## src/rtl/awsf_pkg.sv

```systemverilog
package awsf_pkg;

	// number of watched quantities and flags per class
	localparam int NUM_QTY = 5;
	localparam int NUM_COND = 10;
	localparam int MEAS_W = 16;

	// quantity positions (ordering of the status bits, msb first)
	localparam int QTY_TEMP = 0;
	localparam int QTY_SUPPLY = 1;
	localparam int QTY_BIAS = 2;
	localparam int QTY_TXPWR = 3;
	localparam int QTY_RXPWR = 4;

	// status register selectors on the read port
	localparam logic [1:0] SEL_ALARM_0 = 2'h0;
	localparam logic [1:0] SEL_ALARM_1 = 2'h1;
	localparam logic [1:0] SEL_WARN_0 = 2'h2;
	localparam logic [1:0] SEL_WARN_1 = 2'h3;

	// field layout of the condition vector
	localparam int REG0_MSB = 9;
	localparam int REG0_LSB = 2;
	localparam int REG1_MSB = 1;
	localparam int REG1_LSB = 0;
	localparam int REG1_FILL_W = 6;

	// reset values
	localparam logic [NUM_COND-1:0] FLAGS_RESET = 10'h000;
	localparam logic [7:0] RDATA_RESET = 8'h00;

	typedef struct packed {
		logic [MEAS_W-1:0] temp;
		logic [MEAS_W-1:0] supply;
		logic [MEAS_W-1:0] bias;
		logic [MEAS_W-1:0] tx_power;
		logic [MEAS_W-1:0] rx_power;
	} awsf_meas_s;

	typedef struct packed {
		awsf_meas_s high;
		awsf_meas_s low;
	} awsf_limits_s;

	// open-drain pin: sampled level, driven value, enable
	typedef struct packed {
		logic in_lvl;
		logic out_lvl;
		logic oe;
	} awsf_od_pin_s;

endpackage

```

## src/rtl/awsf_status_flags.sv

```systemverilog
// What this block does
// - twenty threshold conditions are watched, ten feeding the alarm registers and ten the warning registers.
// - alarm register 0 bits 7..0 hold temp/supply/bias/tx power high then low, alarm register 1 bits 7..6 rx power high and low.
// - warning registers 0 and 1 use the same bit order against the separate warning limits.
// - a true condition on a valid measurement sets its status bit; only a warm reset in the same cycle drops it.
// - a set bit holds until its register is read, power is cycled, a warm reset is requested or transmit disable is toggled.
// - while transmit disable is asserted evaluation and reporting go on exactly as normal.
// - on release of transmit disable every alarm and warning bit is cleared.
// - receive loss, rate select and transmit fault are driven through open-drain outputs only.
// - the status bits of those lines report the level sampled at the pins.
// - a warm reset deasserts transmit fault and receive loss, restores all state but the abort flag to power-on values and aborts a conversion.
`timescale 1ns/100ps
`default_nettype none

module awsf_status_flags (
	input wire logic core_clk,
	input wire logic reset,
	input wire logic meas_valid,
	input wire awsf_pkg::awsf_meas_s meas,
	input wire awsf_pkg::awsf_limits_s alarm_limits,
	input wire awsf_pkg::awsf_limits_s warn_limits,
	input wire logic rd_stb,
	input wire logic [1:0] rd_sel,
	output logic [7:0] rd_data,
	output logic rd_ack,
	input wire logic transmit_disable_pin,
	input wire logic warm_reset_req,
	output logic conv_abort,
	input wire logic rx_loss_req,
	input wire logic tx_fault_req,
	input wire logic rate_select_ctl,
	input wire logic receive_loss_line_in,
	output logic receive_loss_line_out,
	output logic receive_loss_line_oe,
	input wire logic transmit_fault_line_in,
	output logic transmit_fault_line_out,
	output logic transmit_fault_line_oe,
	input wire logic rate_select_line_in,
	output logic rate_select_line_out,
	output logic rate_select_line_oe,
	output logic rx_loss_status,
	output logic tx_fault_status,
	output logic rate_select_status
);
	import awsf_pkg::*;

	////////////////////////////////////////////////////////////////////////
	// state

	typedef struct packed {
		logic [NUM_COND-1:0] alarm;
		logic [NUM_COND-1:0] warn;
		logic [7:0] rdata;
		logic ack;
		logic abort;
		logic [3:0] sync1;
		logic [3:0] sync2;
		logic txdis_prev;
		logic drive_rx_loss;
		logic drive_tx_fault;
		logic drive_rate_sel;
	} awsf_state_s;

	awsf_state_s st_r;
	awsf_state_s st_nxt;

	localparam awsf_state_s ST_RESET = '{
		alarm: FLAGS_RESET,
		warn: FLAGS_RESET,
		rdata: RDATA_RESET,
		ack: 1'b0,
		abort: 1'b0,
		sync1: 4'h0,
		sync2: 4'h0,
		txdis_prev: 1'b0,
		drive_rx_loss: 1'b0,
		drive_tx_fault: 1'b0,
		drive_rate_sel: 1'b0
	};

	////////////////////////////////////////////////////////////////////////
	// threshold compare

	function automatic logic [MEAS_W-1:0] pick(input awsf_meas_s m,
		input int q);
		logic [MEAS_W-1:0] v;
		v = m.temp;
		unique case (q)
			QTY_TEMP: v = m.temp;
			QTY_SUPPLY: v = m.supply;
			QTY_BIAS: v = m.bias;
			QTY_TXPWR: v = m.tx_power;
			QTY_RXPWR: v = m.rx_power;
			default: v = m.temp;
		endcase
		return v;
	endfunction

	// temperature is two's complement, the other quantities are unsigned
	function automatic logic above(input logic [MEAS_W-1:0] a,
		input logic [MEAS_W-1:0] b, input logic is_signed);
		logic r;
		r = is_signed ? ($signed(a) > $signed(b)) : (a > b);
		return r;
	endfunction

	logic [NUM_COND-1:0] alarm_cond;
	logic [NUM_COND-1:0] warn_cond;

	genvar q;
	generate
		for (q = 0; q < NUM_QTY; q++) begin : g_qty
			localparam int HI = REG0_MSB - 2 * q;
			localparam int LO = REG0_MSB - 2 * q - 1;
			localparam logic SGN = (q == QTY_TEMP);
			logic [MEAS_W-1:0] m;
			assign m = pick(meas, q);
			assign alarm_cond[HI] = above(m, pick(alarm_limits.high, q), SGN);
			assign alarm_cond[LO] = above(pick(alarm_limits.low, q), m, SGN);
			assign warn_cond[HI] = above(m, pick(warn_limits.high, q), SGN);
			assign warn_cond[LO] = above(pick(warn_limits.low, q), m, SGN);
		end
	endgenerate

	////////////////////////////////////////////////////////////////////////
	// next state

	logic txdis_s;
	logic txdis_fall;
	logic [NUM_COND-1:0] alarm_set;
	logic [NUM_COND-1:0] warn_set;
	logic [NUM_COND-1:0] alarm_clr;
	logic [NUM_COND-1:0] warn_clr;

	always_comb begin
		st_nxt = st_r;
		alarm_clr = '0;
		warn_clr = '0;
		txdis_s = st_r.sync2[3];
		txdis_fall = st_r.txdis_prev & ~txdis_s;
		// evaluation is independent of transmit disable
		alarm_set = meas_valid ? alarm_cond : '0;
		warn_set = meas_valid ? warn_cond : '0;
		st_nxt.sync1 = {transmit_disable_pin, rate_select_line_in,
			transmit_fault_line_in, receive_loss_line_in};
		st_nxt.sync2 = st_r.sync1;
		st_nxt.txdis_prev = txdis_s;
		st_nxt.ack = rd_stb;
		st_nxt.abort = 1'b0;
		if (rd_stb) begin
			unique case (rd_sel)
				SEL_ALARM_0: begin
					st_nxt.rdata = st_r.alarm[REG0_MSB:REG0_LSB];
					alarm_clr[REG0_MSB:REG0_LSB] = '1;
				end
				SEL_ALARM_1: begin
					st_nxt.rdata = {st_r.alarm[REG1_MSB:REG1_LSB],
						{REG1_FILL_W{1'b0}}};
					alarm_clr[REG1_MSB:REG1_LSB] = '1;
				end
				SEL_WARN_0: begin
					st_nxt.rdata = st_r.warn[REG0_MSB:REG0_LSB];
					warn_clr[REG0_MSB:REG0_LSB] = '1;
				end
				SEL_WARN_1: begin
					st_nxt.rdata = {st_r.warn[REG1_MSB:REG1_LSB],
						{REG1_FILL_W{1'b0}}};
					warn_clr[REG1_MSB:REG1_LSB] = '1;
				end
			endcase
		end
		if (txdis_fall) begin
			alarm_clr = '1;
			warn_clr = '1;
		end
		// clears first, then sets: an event in the clearing cycle survives
		st_nxt.alarm = (st_r.alarm & ~alarm_clr) | alarm_set;
		st_nxt.warn = (st_r.warn & ~warn_clr) | warn_set;
		st_nxt.drive_rx_loss = rx_loss_req;
		st_nxt.drive_tx_fault = tx_fault_req;
		st_nxt.drive_rate_sel = rate_select_ctl;
		if (warm_reset_req) begin
			// a pending measurement is dropped, not evaluated
			st_nxt = ST_RESET;
			st_nxt.abort = 1'b1;
		end
	end

	always_ff @(posedge core_clk or posedge reset) begin
		if (reset) begin
			st_r <= ST_RESET;
		end else begin
			st_r <= st_nxt;
		end
	end

	////////////////////////////////////////////////////////////////////////
	// outputs

	assign rd_data = st_r.rdata;
	assign rd_ack = st_r.ack;
	assign conv_abort = st_r.abort;

	// lines are asserted high by the external pull-up; only pull low
	assign receive_loss_line_out = 1'b0;
	assign receive_loss_line_oe = ~st_r.drive_rx_loss;
	assign transmit_fault_line_out = 1'b0;
	assign transmit_fault_line_oe = ~st_r.drive_tx_fault;
	assign rate_select_line_out = 1'b0;
	assign rate_select_line_oe = ~st_r.drive_rate_sel;

	// pin levels, whoever drives them
	assign rx_loss_status = st_r.sync2[0];
	assign tx_fault_status = st_r.sync2[1];
	assign rate_select_status = st_r.sync2[2];

endmodule // awsf_status_flags

`default_nettype wire

```

## config.mk

```make
export PLATFORM = sky130hd
export DESIGN_NAME = awsf_status_flags
export DESIGN_NICKNAME = d
export VERILOG_FILES = /design/src/rtl/awsf_pkg.sv /design/src/rtl/awsf_status_flags.sv
export SDC_FILE = /design/constraint.sdc
export NUM_CORES = 1
export LEC_CHECK = 0
export ABC_AREA = 1
export BUFFER_PORTS_ARGS = -buffer_cell sky130_fd_sc_hd__buf_2
export CORE_AREA = 2 2 167 169
export CTS_BUF_LIST = sky130_fd_sc_hd__clkbuf_16
export DETAILED_ROUTE_END_ITERATION = 6
export DIE_AREA = 0 0 169 171
export GPL_ROUTABILITY_DRIVEN = 0
export HOLD_SLACK_MARGIN = 0.08
export PLACE_DENSITY = 0.67
export RECOVER_POWER = 50
export SLEW_MARGIN = 0
export SYNTH_ARGS = -nofsm -noshare
export SYNTH_HDL_FRONTEND = slang
export SYNTH_SLANG_ARGS = --single-unit
```

## constraint.sdc

```tcl
create_clock -name core_clk -period 1.8 [get_ports core_clk]
set_input_delay 0.27 -clock core_clk [delete_from_list [all_inputs] [get_ports core_clk]]
set_output_delay 0.27 -clock core_clk [all_outputs]
set_load 0.02 [all_outputs]
```

==> impl_metrics.env, run 1 <==
export IMPL_cts_buffer_depth=2
export IMPL_fin_crit_sh_pct=78.09
export IMPL_die_area_sq_mm=0.02890
export IMPL_arrival_ns=1.55
export IMPL_required_ns=1.95
export IMPL_dpl_worst_slack_ns=0.1048
export IMPL_finalSetupViolCount=0
export IMPL_cp_depth=12
export IMPL_setup_ws_ns=0.3943
export IMPL_endpoint_kind="flip-flop"
export IMPL_numCtsBuffers=5
export IMPL_async_flop_share_pct=100.0
export IMPL_cpLargestDelayFamily="simple AND/OR/NAND/NOR gates"
export IMPL_switchingPower_uw=1824
export IMPL_hold_viol_final=0
export IMPL_status="finished clean"
export IMPL_hold_class="in2reg"
export IMPL_crit_type="in2reg"
export IMPL_ys_types=31
export IMPL_synth_edff_count=0
export IMPL_htree_levels=2
export IMPL_clock_latency_ns=0.30
export IMPL_critPathLaunchType="primary input"
export IMPL_whs_path_depth=3
export IMPL_internal_power_uw=2758
export IMPL_track_usage_pct=20.85
export IMPL_ys_warn_count=0
export IMPL_rsz0062_at_grt="false"
export IMPL_ff2ff_path_depth=5
export IMPL_slew_headroom_pct=44.51
export IMPL_syn_to_final_growth_pct=27.72
export IMPL_drcViolationCount=0
export IMPL_grt_pass1_wl_um=48740
export IMPL_fin_skew_ns=0.005115
export IMPL_cts_root_buf="clkbuf_16"
export IMPL_viasPerCell=4.814
export IMPL_fin_crit_ns=1.406
export IMPL_cp_common_cell="nand2_1"
export IMPL_power_share_switching_pct=39.81
export IMPL_clk_pin_slew_ns=0.07
export IMPL_max_freq_mhz=711.4
export IMPL_final_setup_tns_ns=0
export IMPL_drtPass1Iterations=5
export IMPL_path_cells="buf_2 -> inv_1 -> ha_1 -> nand2_2 -> nor2_4 -> nand2_1 -> nor2_2 -> nand2_1 -> nand3_1 -> nand2_1 -> nand3_1 -> a21oi_2"
export IMPL_seqPwrFrac_pct=22.5
export IMPL_tightest_slew_ns=0.8323
export IMPL_vdd_ir_drop_worst_mv=0.3033
export IMPL_num_nets_final=2600
export IMPL_core_sq_mm=0.02732
export IMPL_synth_avg_cell_area_sq_um=6.782
export IMPL_p_comb_share_pct=53.5
export IMPL_globalRouteOverflowTotal=0
export IMPL_ys_flop_type="dfrtp_1"
export IMPL_grt_max_degree=43
export IMPL_crit_buf_inv=2
export IMPL_netlist_instances=1438
export IMPL_dr_first_iter_drc_count=326
export IMPL_cpMaxStageDelayCell="ha_1"
export IMPL_ant_nets=0
export IMPL_routed_wl_um=30930
export IMPL_p_clk_share_pct=24.0
export IMPL_cap_violations=0
export IMPL_dp_hpwl_um=27910
export IMPL_ioPinCount=433
export IMPL_die_w_um=169
export IMPL_detail_route_wl_per_cell_um=13.97
export IMPL_ys_seq_area_share_pct=10.78
export IMPL_fill_cells=2813
export IMPL_worstPathMaxFanout=4
export IMPL_start_util_pct=35.69
export IMPL_synth_area_sq_mm=0.009753
export IMPL_antenna_found_initial=3
export IMPL_final_common_cell="buf_2"
export IMPL_p_leak_uw=0.007697
export IMPL_ctsResizeCount=0
export IMPL_synth_seq_cells=42
export IMPL_powerDensity_mw_per_mm2=367.9
export IMPL_drv_slew=0
export IMPL_cts_sinks=42
export IMPL_portBuffers=429
export IMPL_row_count=61
export IMPL_vias=10660
export IMPL_fp_dieH_um=171
export IMPL_grt_pass1_vias=10640
export IMPL_cts_tree="yes"
export IMPL_crit_path_max_incr_delay_ns=0.35
export IMPL_drive_gt1_share_pct=24.42
export IMPL_final_cell_mix="427 x buf_2, 320 x ha_1, 301 x inv_1"
-- cells in the mapped netlist (3+ instances only) --
library cell	count	area share, %
ha_1	320	41
inv_1	302	12
nand2_1	289	11
a21oi_1	157	8.1
nor2_1	124	4.8
dfrtp_1	42	11
o21ai_0	39	2.0
nand3_1	32	1.6
nand4_1	21	1.3
a31oi_1	18	1.2
nor3_1	16	0.82
o21a_1	16	1.2
buf_4	11	0.85
a22oi_1	6	0.46
clkbuf_1	6	0.23
o21ai_1	6	0.31
inv_2	4	0.15
nor2_2	4	0.26
a21o_1	3	0.23
nand3b_1	3	0.23
-- through the flow --
stage / instance area, sq um / hold slack (ns) / utilization [%] / instances / total power [uW]
3_5_place_dp: 12290 / 0.3367 / 44.99 / 2204 / 3512
4_1_cts: 12470 / 0.1524 / 45.65 / 2213 / 4660
2_1_floorplan: 9761 / 0.3014 / - / 1440 / 2519
6_report: 12460 / 0.1660 / 45.59 / 2215 / 4582
3_3_place_gp: 12290 / 0.3300 / 44.99 / 2204 / 3439
5_1_grt: 12450 / 0.1649 / 45.58 / 2214 / 5088
-- logic make-up (layout without fill, tap and decap cells) --
family                     after synthesis  count (layout)  share of synthesized area [%]
and+or+nand+nor                        495             495                          20.68
buffers and inverters                  325             752                          12.93
adders and majority gates              320             320                          41.05
AOI/OAI and AO/OA                      255             255                          14.52
DFF                                     42              42                          10.78
other                                    1               5                        0.03845
-- path summary, 6_finish.rpt --
path | start | to | slack [ns]
max | meas[79] | st_r[30] | 0.39
min | rate_select_ctl | st_r[0] | 0.17
max reg2reg | st_r[7] | st_r[37] | 0.55
min reg2reg | st_r[10] | rate_select_status | 0.46
max in group asynchronous | reset | st_r[37] | 0.61
min in group asynchronous | reset | rd_data[4] | 0.74
-- layer usage --
metal	up-vias	wire, um	share of wire [%]	track usage [%]
met3	74	1939	6.3	4.071
met2	353	14570	47	37.47
met1	4664	13350	43	24.80
li1	5569	-	-	-
met4	2	1055	3.4	7.135
met5	-	11	0.036	0
-- cell type report --
cell class	count	area, sq um	share of cell area (%)
well taps	346	432.9	3.475
clock inverters	3	43.79	0.3515
flip-flops and latches	42	1051	8.437
repair buffers	436	2197	17.64
diodes	2	5.005	0.04018
clock buffers	5	125.1	1.004
multi-input cells	1073	7446	59.77
inverters	308	1156	9.281
-- flip-flops by register name, indices dropped and copies added, names as in the netlist --
register / count
st_r: 29
rx_loss_status: 1
rate_select_status: 1
tx_fault_status: 1
rd_ack: 1
rd_data: 8
conv_abort: 1
-- power by group through the flow --
stage,Sequential (uW),Clock [uW],Combinational [uW]
after global routing,1040,1190,2860
after CTS,1030,1150,2480
after detailed placement,1050,0,2460
after global placement,1050,0,2390
final,1030,1100,2450
after floorplan,1050,0,1470
-- what timing repair did --
item                                   in CTS  in global routing
endpoints found under the hold margin      42                  0
hold buffers                                1                  0
setup buffers                               0                  0
-- tightest hold or removal path: cells and delay by family --
family                 cells  cell delay (ns)
buffers and inverters      2             0.13
AND/OR/NAND/NOR            1             0.03
Power figures use the tool's default switching activity.
==> inputs of run 2 (changes only) <==
CORE_AREA = 2 2 169 171   (was 2 2 167 169)
DIE_AREA = 0 0 171 173   (was 0 0 169 171)
PLACE_DENSITY = 0.68   (was 0.67)
clock period = 1.2 ns   (was 1.8 ns; I/O delays follow)
==> impl_metrics.env, run 2 (synthesis gave the netlist of run 1 again) <==
export IMPL_antenna_found_initial=1
export IMPL_layoutNonFillerInstCount=2299
export IMPL_grt_pass1_wl_um=50890
export IMPL_viasPerCell=4.869
export IMPL_cts_tree="yes"
export IMPL_die_area_sq_mm=0.02958
export IMPL_cts_sinks=42
export IMPL_drtPass1Iterations=4
export IMPL_num_nets_final=2653
export IMPL_track_usage_pct=21.07
export IMPL_powerDensity_mw_per_mm2=521.0
export IMPL_numCtsBuffers=5
export IMPL_htree_levels=2
export IMPL_core_sq_mm=0.02763
export IMPL_final_util_pct=53.20
export IMPL_fin_crit_sh_pct=100.1
export IMPL_clock_latency_ns=0.29
export IMPL_final_cell_mix="403 x buf_2, 255 x nand2_1, 249 x inv_1"
export IMPL_slew_headroom_pct=61.02
export IMPL_setup_ws_ns=-0.001516
export IMPL_portBuffers=429
export IMPL_tightest_slew_ns=0.5846
export IMPL_ant_nets=0
export IMPL_grt_max_degree=43
export IMPL_regMostFlops="st_r"
export IMPL_dp_hpwl_um=29100
export IMPL_final_common_cell="buf_2"
export IMPL_cts_buffer_depth=2
export IMPL_start_util_pct=35.30
export IMPL_drive_gt1_share_pct=40.31
export IMPL_vdd_ir_drop_worst_mv=0.3633
export IMPL_cap_violations=0
export IMPL_routed_wl_um=34670
export IMPL_drcViolationCount=0
export IMPL_max_freq_mhz=832.3
export IMPL_cts_root_buf="clkbuf_16"
export IMPL_hold_class="in2reg"
export IMPL_hold_worst_slack_ns=0.09794
export IMPL_hold_viol_final=0
export IMPL_grt_pass1_vias=11110
export IMPL_fin_crit_ns=1.202
export IMPL_vias=11190
export IMPL_detail_route_wl_per_cell_um=15.08
export IMPL_worstPathMaxFanout=3
export IMPL_row_count=61
export IMPL_endpoint_kind="flip-flop"
export IMPL_dp_cells=2286
export IMPL_rsz0062_at_grt="true"
export IMPL_dr_first_iter_drc_count=381
export IMPL_fp_dieH_um=173
export IMPL_largest_reg_flops=29
export IMPL_globalRouteOverflowTotal=0
export IMPL_dpl_worst_slack_ns=-0.4391
export IMPL_violations="setup timing"
export IMPL_fin_skew_ns=0.006238
export IMPL_syn_to_final_growth_pct=50.71
export IMPL_status="complete, but fails checks"
export IMPL_crit_type="in2reg"
export IMPL_required_ns=1.42
export IMPL_finalSetupViolCount=1
export IMPL_critPathLaunchType="primary input"
export IMPL_clk_pin_slew_ns=0.07
export IMPL_arrival_ns=1.42
export IMPL_drv_slew=0
export IMPL_die_w_um=171
export IMPL_ioPinCount=433
export IMPL_p_leak_uw=0.008070
export IMPL_fill_cells=2603
export IMPL_final_setup_tns_ns=-0.001516
-- run 2: worst paths after layout --
check	from	to	slack, ns	cells after the start
setup / recovery	meas[44]	st_r[26]	-0.002	10
hold / removal	transmit_fault_line_in	st_r[9]	0.1	3
setup reg to reg	st_r[3]	st_r[36]	0.08	5
hold reg to reg	st_r[11]	st_r[7]	0.46	2
max in group asynchronous	reset	rd_data[4]	0.23	4
min in group asynchronous	reset	st_r[2]	0.57	4
-- run 2: worst max-delay path, cell delays in order --
cell     delay, ns
buf_2         0.12
inv_1         0.07
ha_1          0.27
nand4_1       0.16
buf_4         0.18
nor2_1        0.13
nor2_1        0.07
nand2_1       0.06
nand2_1       0.05
a21oi_2       0.11
-- run 2: power by group --
group	total (uW)	switching, uW	internal (uW)
registers	1560	51.5	1500
clock network	1330	576	751
logic	4770	2510	2260
-- run 2: what timing repair did --
action / CTS / global route
endpoints found under the setup margin: 10 / 20
gates resized for setup: 42 / 307
buffers inserted: 1 / 3
pin swaps: 12 / 115
endpoints found under the hold margin: 42 / 0
hold buffers: 1 / 0
-- run 2: area by class of cell --
cell class	count	area (sq um)	share of cell area [%]
Clock inverter	3	11.26	0.07661
Clock buffer	5	125.1	0.8512
Antenna cell	1	2.502	0.01702
Tap cell	378	473.0	3.218
Timing Repair Buffer	489	2804	19.08
Multi-Input combinational cell	1073	8989	61.15
Inverter	308	1244	8.461
Sequential cell	42	1051	7.150
-- run 2: routing by layer --
metal  global-route usage, %  wire length [um]  vias up
met1                   25.10             14300     5063
met2                   39.11             17560      375
li1                        -                 -     5673
met4                   6.427              1125        0
met3                   2.266              1690       83
met5                       0                 0        -
-- run 2: through the flow --
step | area, sq um | power, uW
6_report | 14700 | 7658
5_1_grt | 14700 | 8412
3_3_place_gp | 12880 | 5403
3_5_place_dp | 12880 | 5536
2_1_floorplan | 9908 | 3816
4_1_cts | 13170 | 7006
==> inputs of run 3 (changes only) <==
CELL_PAD_IN_SITES_DETAIL_PLACEMENT = 1   (was not set)
CELL_PAD_IN_SITES_GLOBAL_PLACEMENT = 1   (was not set)
CORE_AREA = not set   (was 2 2 169 171)
CORE_ASPECT_RATIO = 0.7   (was not set)
CORE_UTILIZATION = 30   (was not set)
DIE_AREA = not set   (was 0 0 171 173)
PLACE_DENSITY = 0.82   (was 0.68)
clock period = 1.1 ns   (was 1.2 ns; I/O delays follow)
==> impl_metrics.env, run 3 (synthesis gave the netlist of run 1 again) <==
export IMPL_core_sq_mm=0.03155
export IMPL_powerDensity_mw_per_mm2=594.0
export IMPL_finalPower_uw=9703
export IMPL_fin_crit_sh_pct=136.6
export IMPL_fin_skew_ns=0.002887
export IMPL_whs_path_depth=3
export IMPL_detail_route_wl_per_cell_um=21.34
export IMPL_timing_reg2reg_setup_slack_ns=0.03
export IMPL_fin_crit_ns=1.502
export IMPL_setup_ws_ns=-0.4022
export IMPL_die_w_um=217.5
export IMPL_clock_latency_ns=0.28
export IMPL_path_cells="buf_2 -> inv_1 -> ha_1 -> nand2_1 -> o21ai_1 -> nand2_1 -> nand3_1 -> nand2_1 -> nand2_1 -> nand2_2 -> a21oi_2"
export IMPL_grt_max_degree=43
export IMPL_cpMaxStageDelayCell="ha_1"
export IMPL_required_ns=1.31
export IMPL_die_area_sq_mm=0.03325
export IMPL_viasPerCell=5.189
export IMPL_layoutNonFillerInstCount=2344
export IMPL_largest_reg_flops=29
export IMPL_vdd_ir_drop_worst_mv=0.4681
export IMPL_dp_hpwl_um=35360
export IMPL_grt_pass1_vias=12880
export IMPL_arrival_ns=1.71
export IMPL_clk_pin_slew_ns=0.06
export IMPL_max_freq_mhz=665.7
export IMPL_ff2ff_path_depth=5
export IMPL_cap_violations=0
export IMPL_violations="setup timing"
export IMPL_ioPinCount=433
export IMPL_hold_viol_final=0
export IMPL_cts_root_buf="clkbuf_16"
export IMPL_dp_cells=2320
export IMPL_cp_common_cell="nand2_1"
export IMPL_finalSetupViolCount=18
export IMPL_ant_nets=0
export IMPL_num_nets_final=2650
export IMPL_crit_path_max_incr_delay_ns=0.44
export IMPL_htree_levels=2
export IMPL_status="complete, but fails checks"
export IMPL_min_delay_worst_endpoint="st_r[2]"
export IMPL_final_common_cell="buf_2"
export IMPL_dr_first_iter_drc_count=524
export IMPL_grt_pass1_wl_um=67040
export IMPL_hold_class="in2reg"
export IMPL_regMostFlops="st_r"
export IMPL_drv_slew=0
export IMPL_final_cell_mix="351 x buf_2, 237 x nand2_1, 181 x inv_1"
export IMPL_drcViolationCount=0
export IMPL_r2r_start="st_r[3]"
export IMPL_row_count=54
export IMPL_cts_sinks=42
export IMPL_antenna_found_initial=13
export IMPL_track_usage_pct=25.39
export IMPL_endpoint_kind="flip-flop"
export IMPL_p_leak_uw=0.008179
export IMPL_hold_start="rx_loss_req"
export IMPL_rsz0062_at_grt="true"
export IMPL_globalRouteOverflowTotal=0
export IMPL_drtPass1Iterations=5
export IMPL_critPathLaunchType="primary input"
export IMPL_worstPathMaxFanout=2
export IMPL_vias=12160
export IMPL_numCtsBuffers=5
export IMPL_crit_reg2reg_capture="st_r[40]"
export IMPL_fp_dieH_um=152.9
export IMPL_syn_to_final_growth_pct=67.48
export IMPL_start_util_pct=30.91
export IMPL_cts_tree="yes"
export IMPL_routed_wl_um=50030
export IMPL_crit_type="in2reg"
export IMPL_portBuffers=429
export IMPL_cts_buffer_depth=2
export IMPL_drive_gt1_share_pct=50.13
[run 3: cell types whose count changed in the layout (fill, tap and decap cells not counted), moves of 10 or more]
cell,change
inv_4,+22
buf_2,-52
inv_2,+38
ha_4,+75
buf_8,+10
nor2_1,-10
ha_1,-77
nand2_1,-18
buf_6,+25
a21oi_1,-12
inv_1,-68
nand2_2,+12
a21oi_2,+11
[run 3: cell type report]
cell class | count | area, sq um
flip-flops and latches | 42 | 1051
diodes | 7 | 17.52
repair buffers | 486 | 3118
clock buffers | 5 | 125.1
well taps | 420 | 525.5
fillers | 3821 | 15220
clock inverters | 3 | 16.27
multi-input cells | 1073 | 10130
inverters | 308 | 1353
[run 3: worst max path at each step]
stage                            startpoint  endpoint  slack [ns]  depth (start not counted)
after floorplan                    meas[79]  st_r[40]       -0.14                          8
after global placement             meas[73]  st_r[30]       -0.43                         12
after detailed placement  alarm_limits[159]  st_r[41]       -0.50                         11
after CTS                          meas[79]  st_r[31]       -0.08                         10
after global routing       warn_limits[130]  st_r[29]       -0.39                         11
final                      warn_limits[130]  st_r[29]       -0.40                         11
[run 3: layer usage]
metal,vias to the layer above,wire [um],GRT usage [%]
li1,5684,-,-
met1,5851,19840,30.19
met2,463,25300,46.16
met3,158,2656,4.020
met4,8,2183,8.082
met5,-,48,0
[run 3: critical path, delay by kind of cell]
kind / cells / cell delay [ns]
simple gates: 6 / 0.58
fa+ha+maj: 1 / 0.44
compound gates: 2 / 0.33
buf+inv: 2 / 0.20
[run 3: report_power, final]
group	total, uW	switching [uW]	internal, uW
Clock	1420	587	828
Combinational	6590	3530	3060
Sequential	1700	54.0	1640
[run 3: repair_timing]
item	CTS	global route
pin swaps	116	131
hold endpoints to repair	42	0
endpoints found under the setup margin	21	21
gates resized for setup	297	248
setup buffers	3	5
hold buffers	1	0
[run 3: metrics by stage]
| stage | util (%) | hold slack [ns] | area, sq um | setup TNS [ns] | setup WS [ns] |
|---|---|---|---|---|---|
| 2_1_floorplan | - | 0.1565 | 10660 | -0.3865 | -0.1424 |
| 3_3_place_gp | 43.20 | 0.2397 | 13630 | -6.773 | -0.4332 |
| 3_5_place_dp | 43.20 | 0.2464 | 13630 | -7.819 | -0.5002 |
| 4_1_cts | 48.12 | 0.08843 | 15180 | -0.4235 | -0.07502 |
| 5_1_grt | 51.74 | 0.09533 | 16320 | -2.871 | -0.3938 |
| 6_report | 51.77 | 0.09566 | 16330 | -2.014 | -0.4022 |
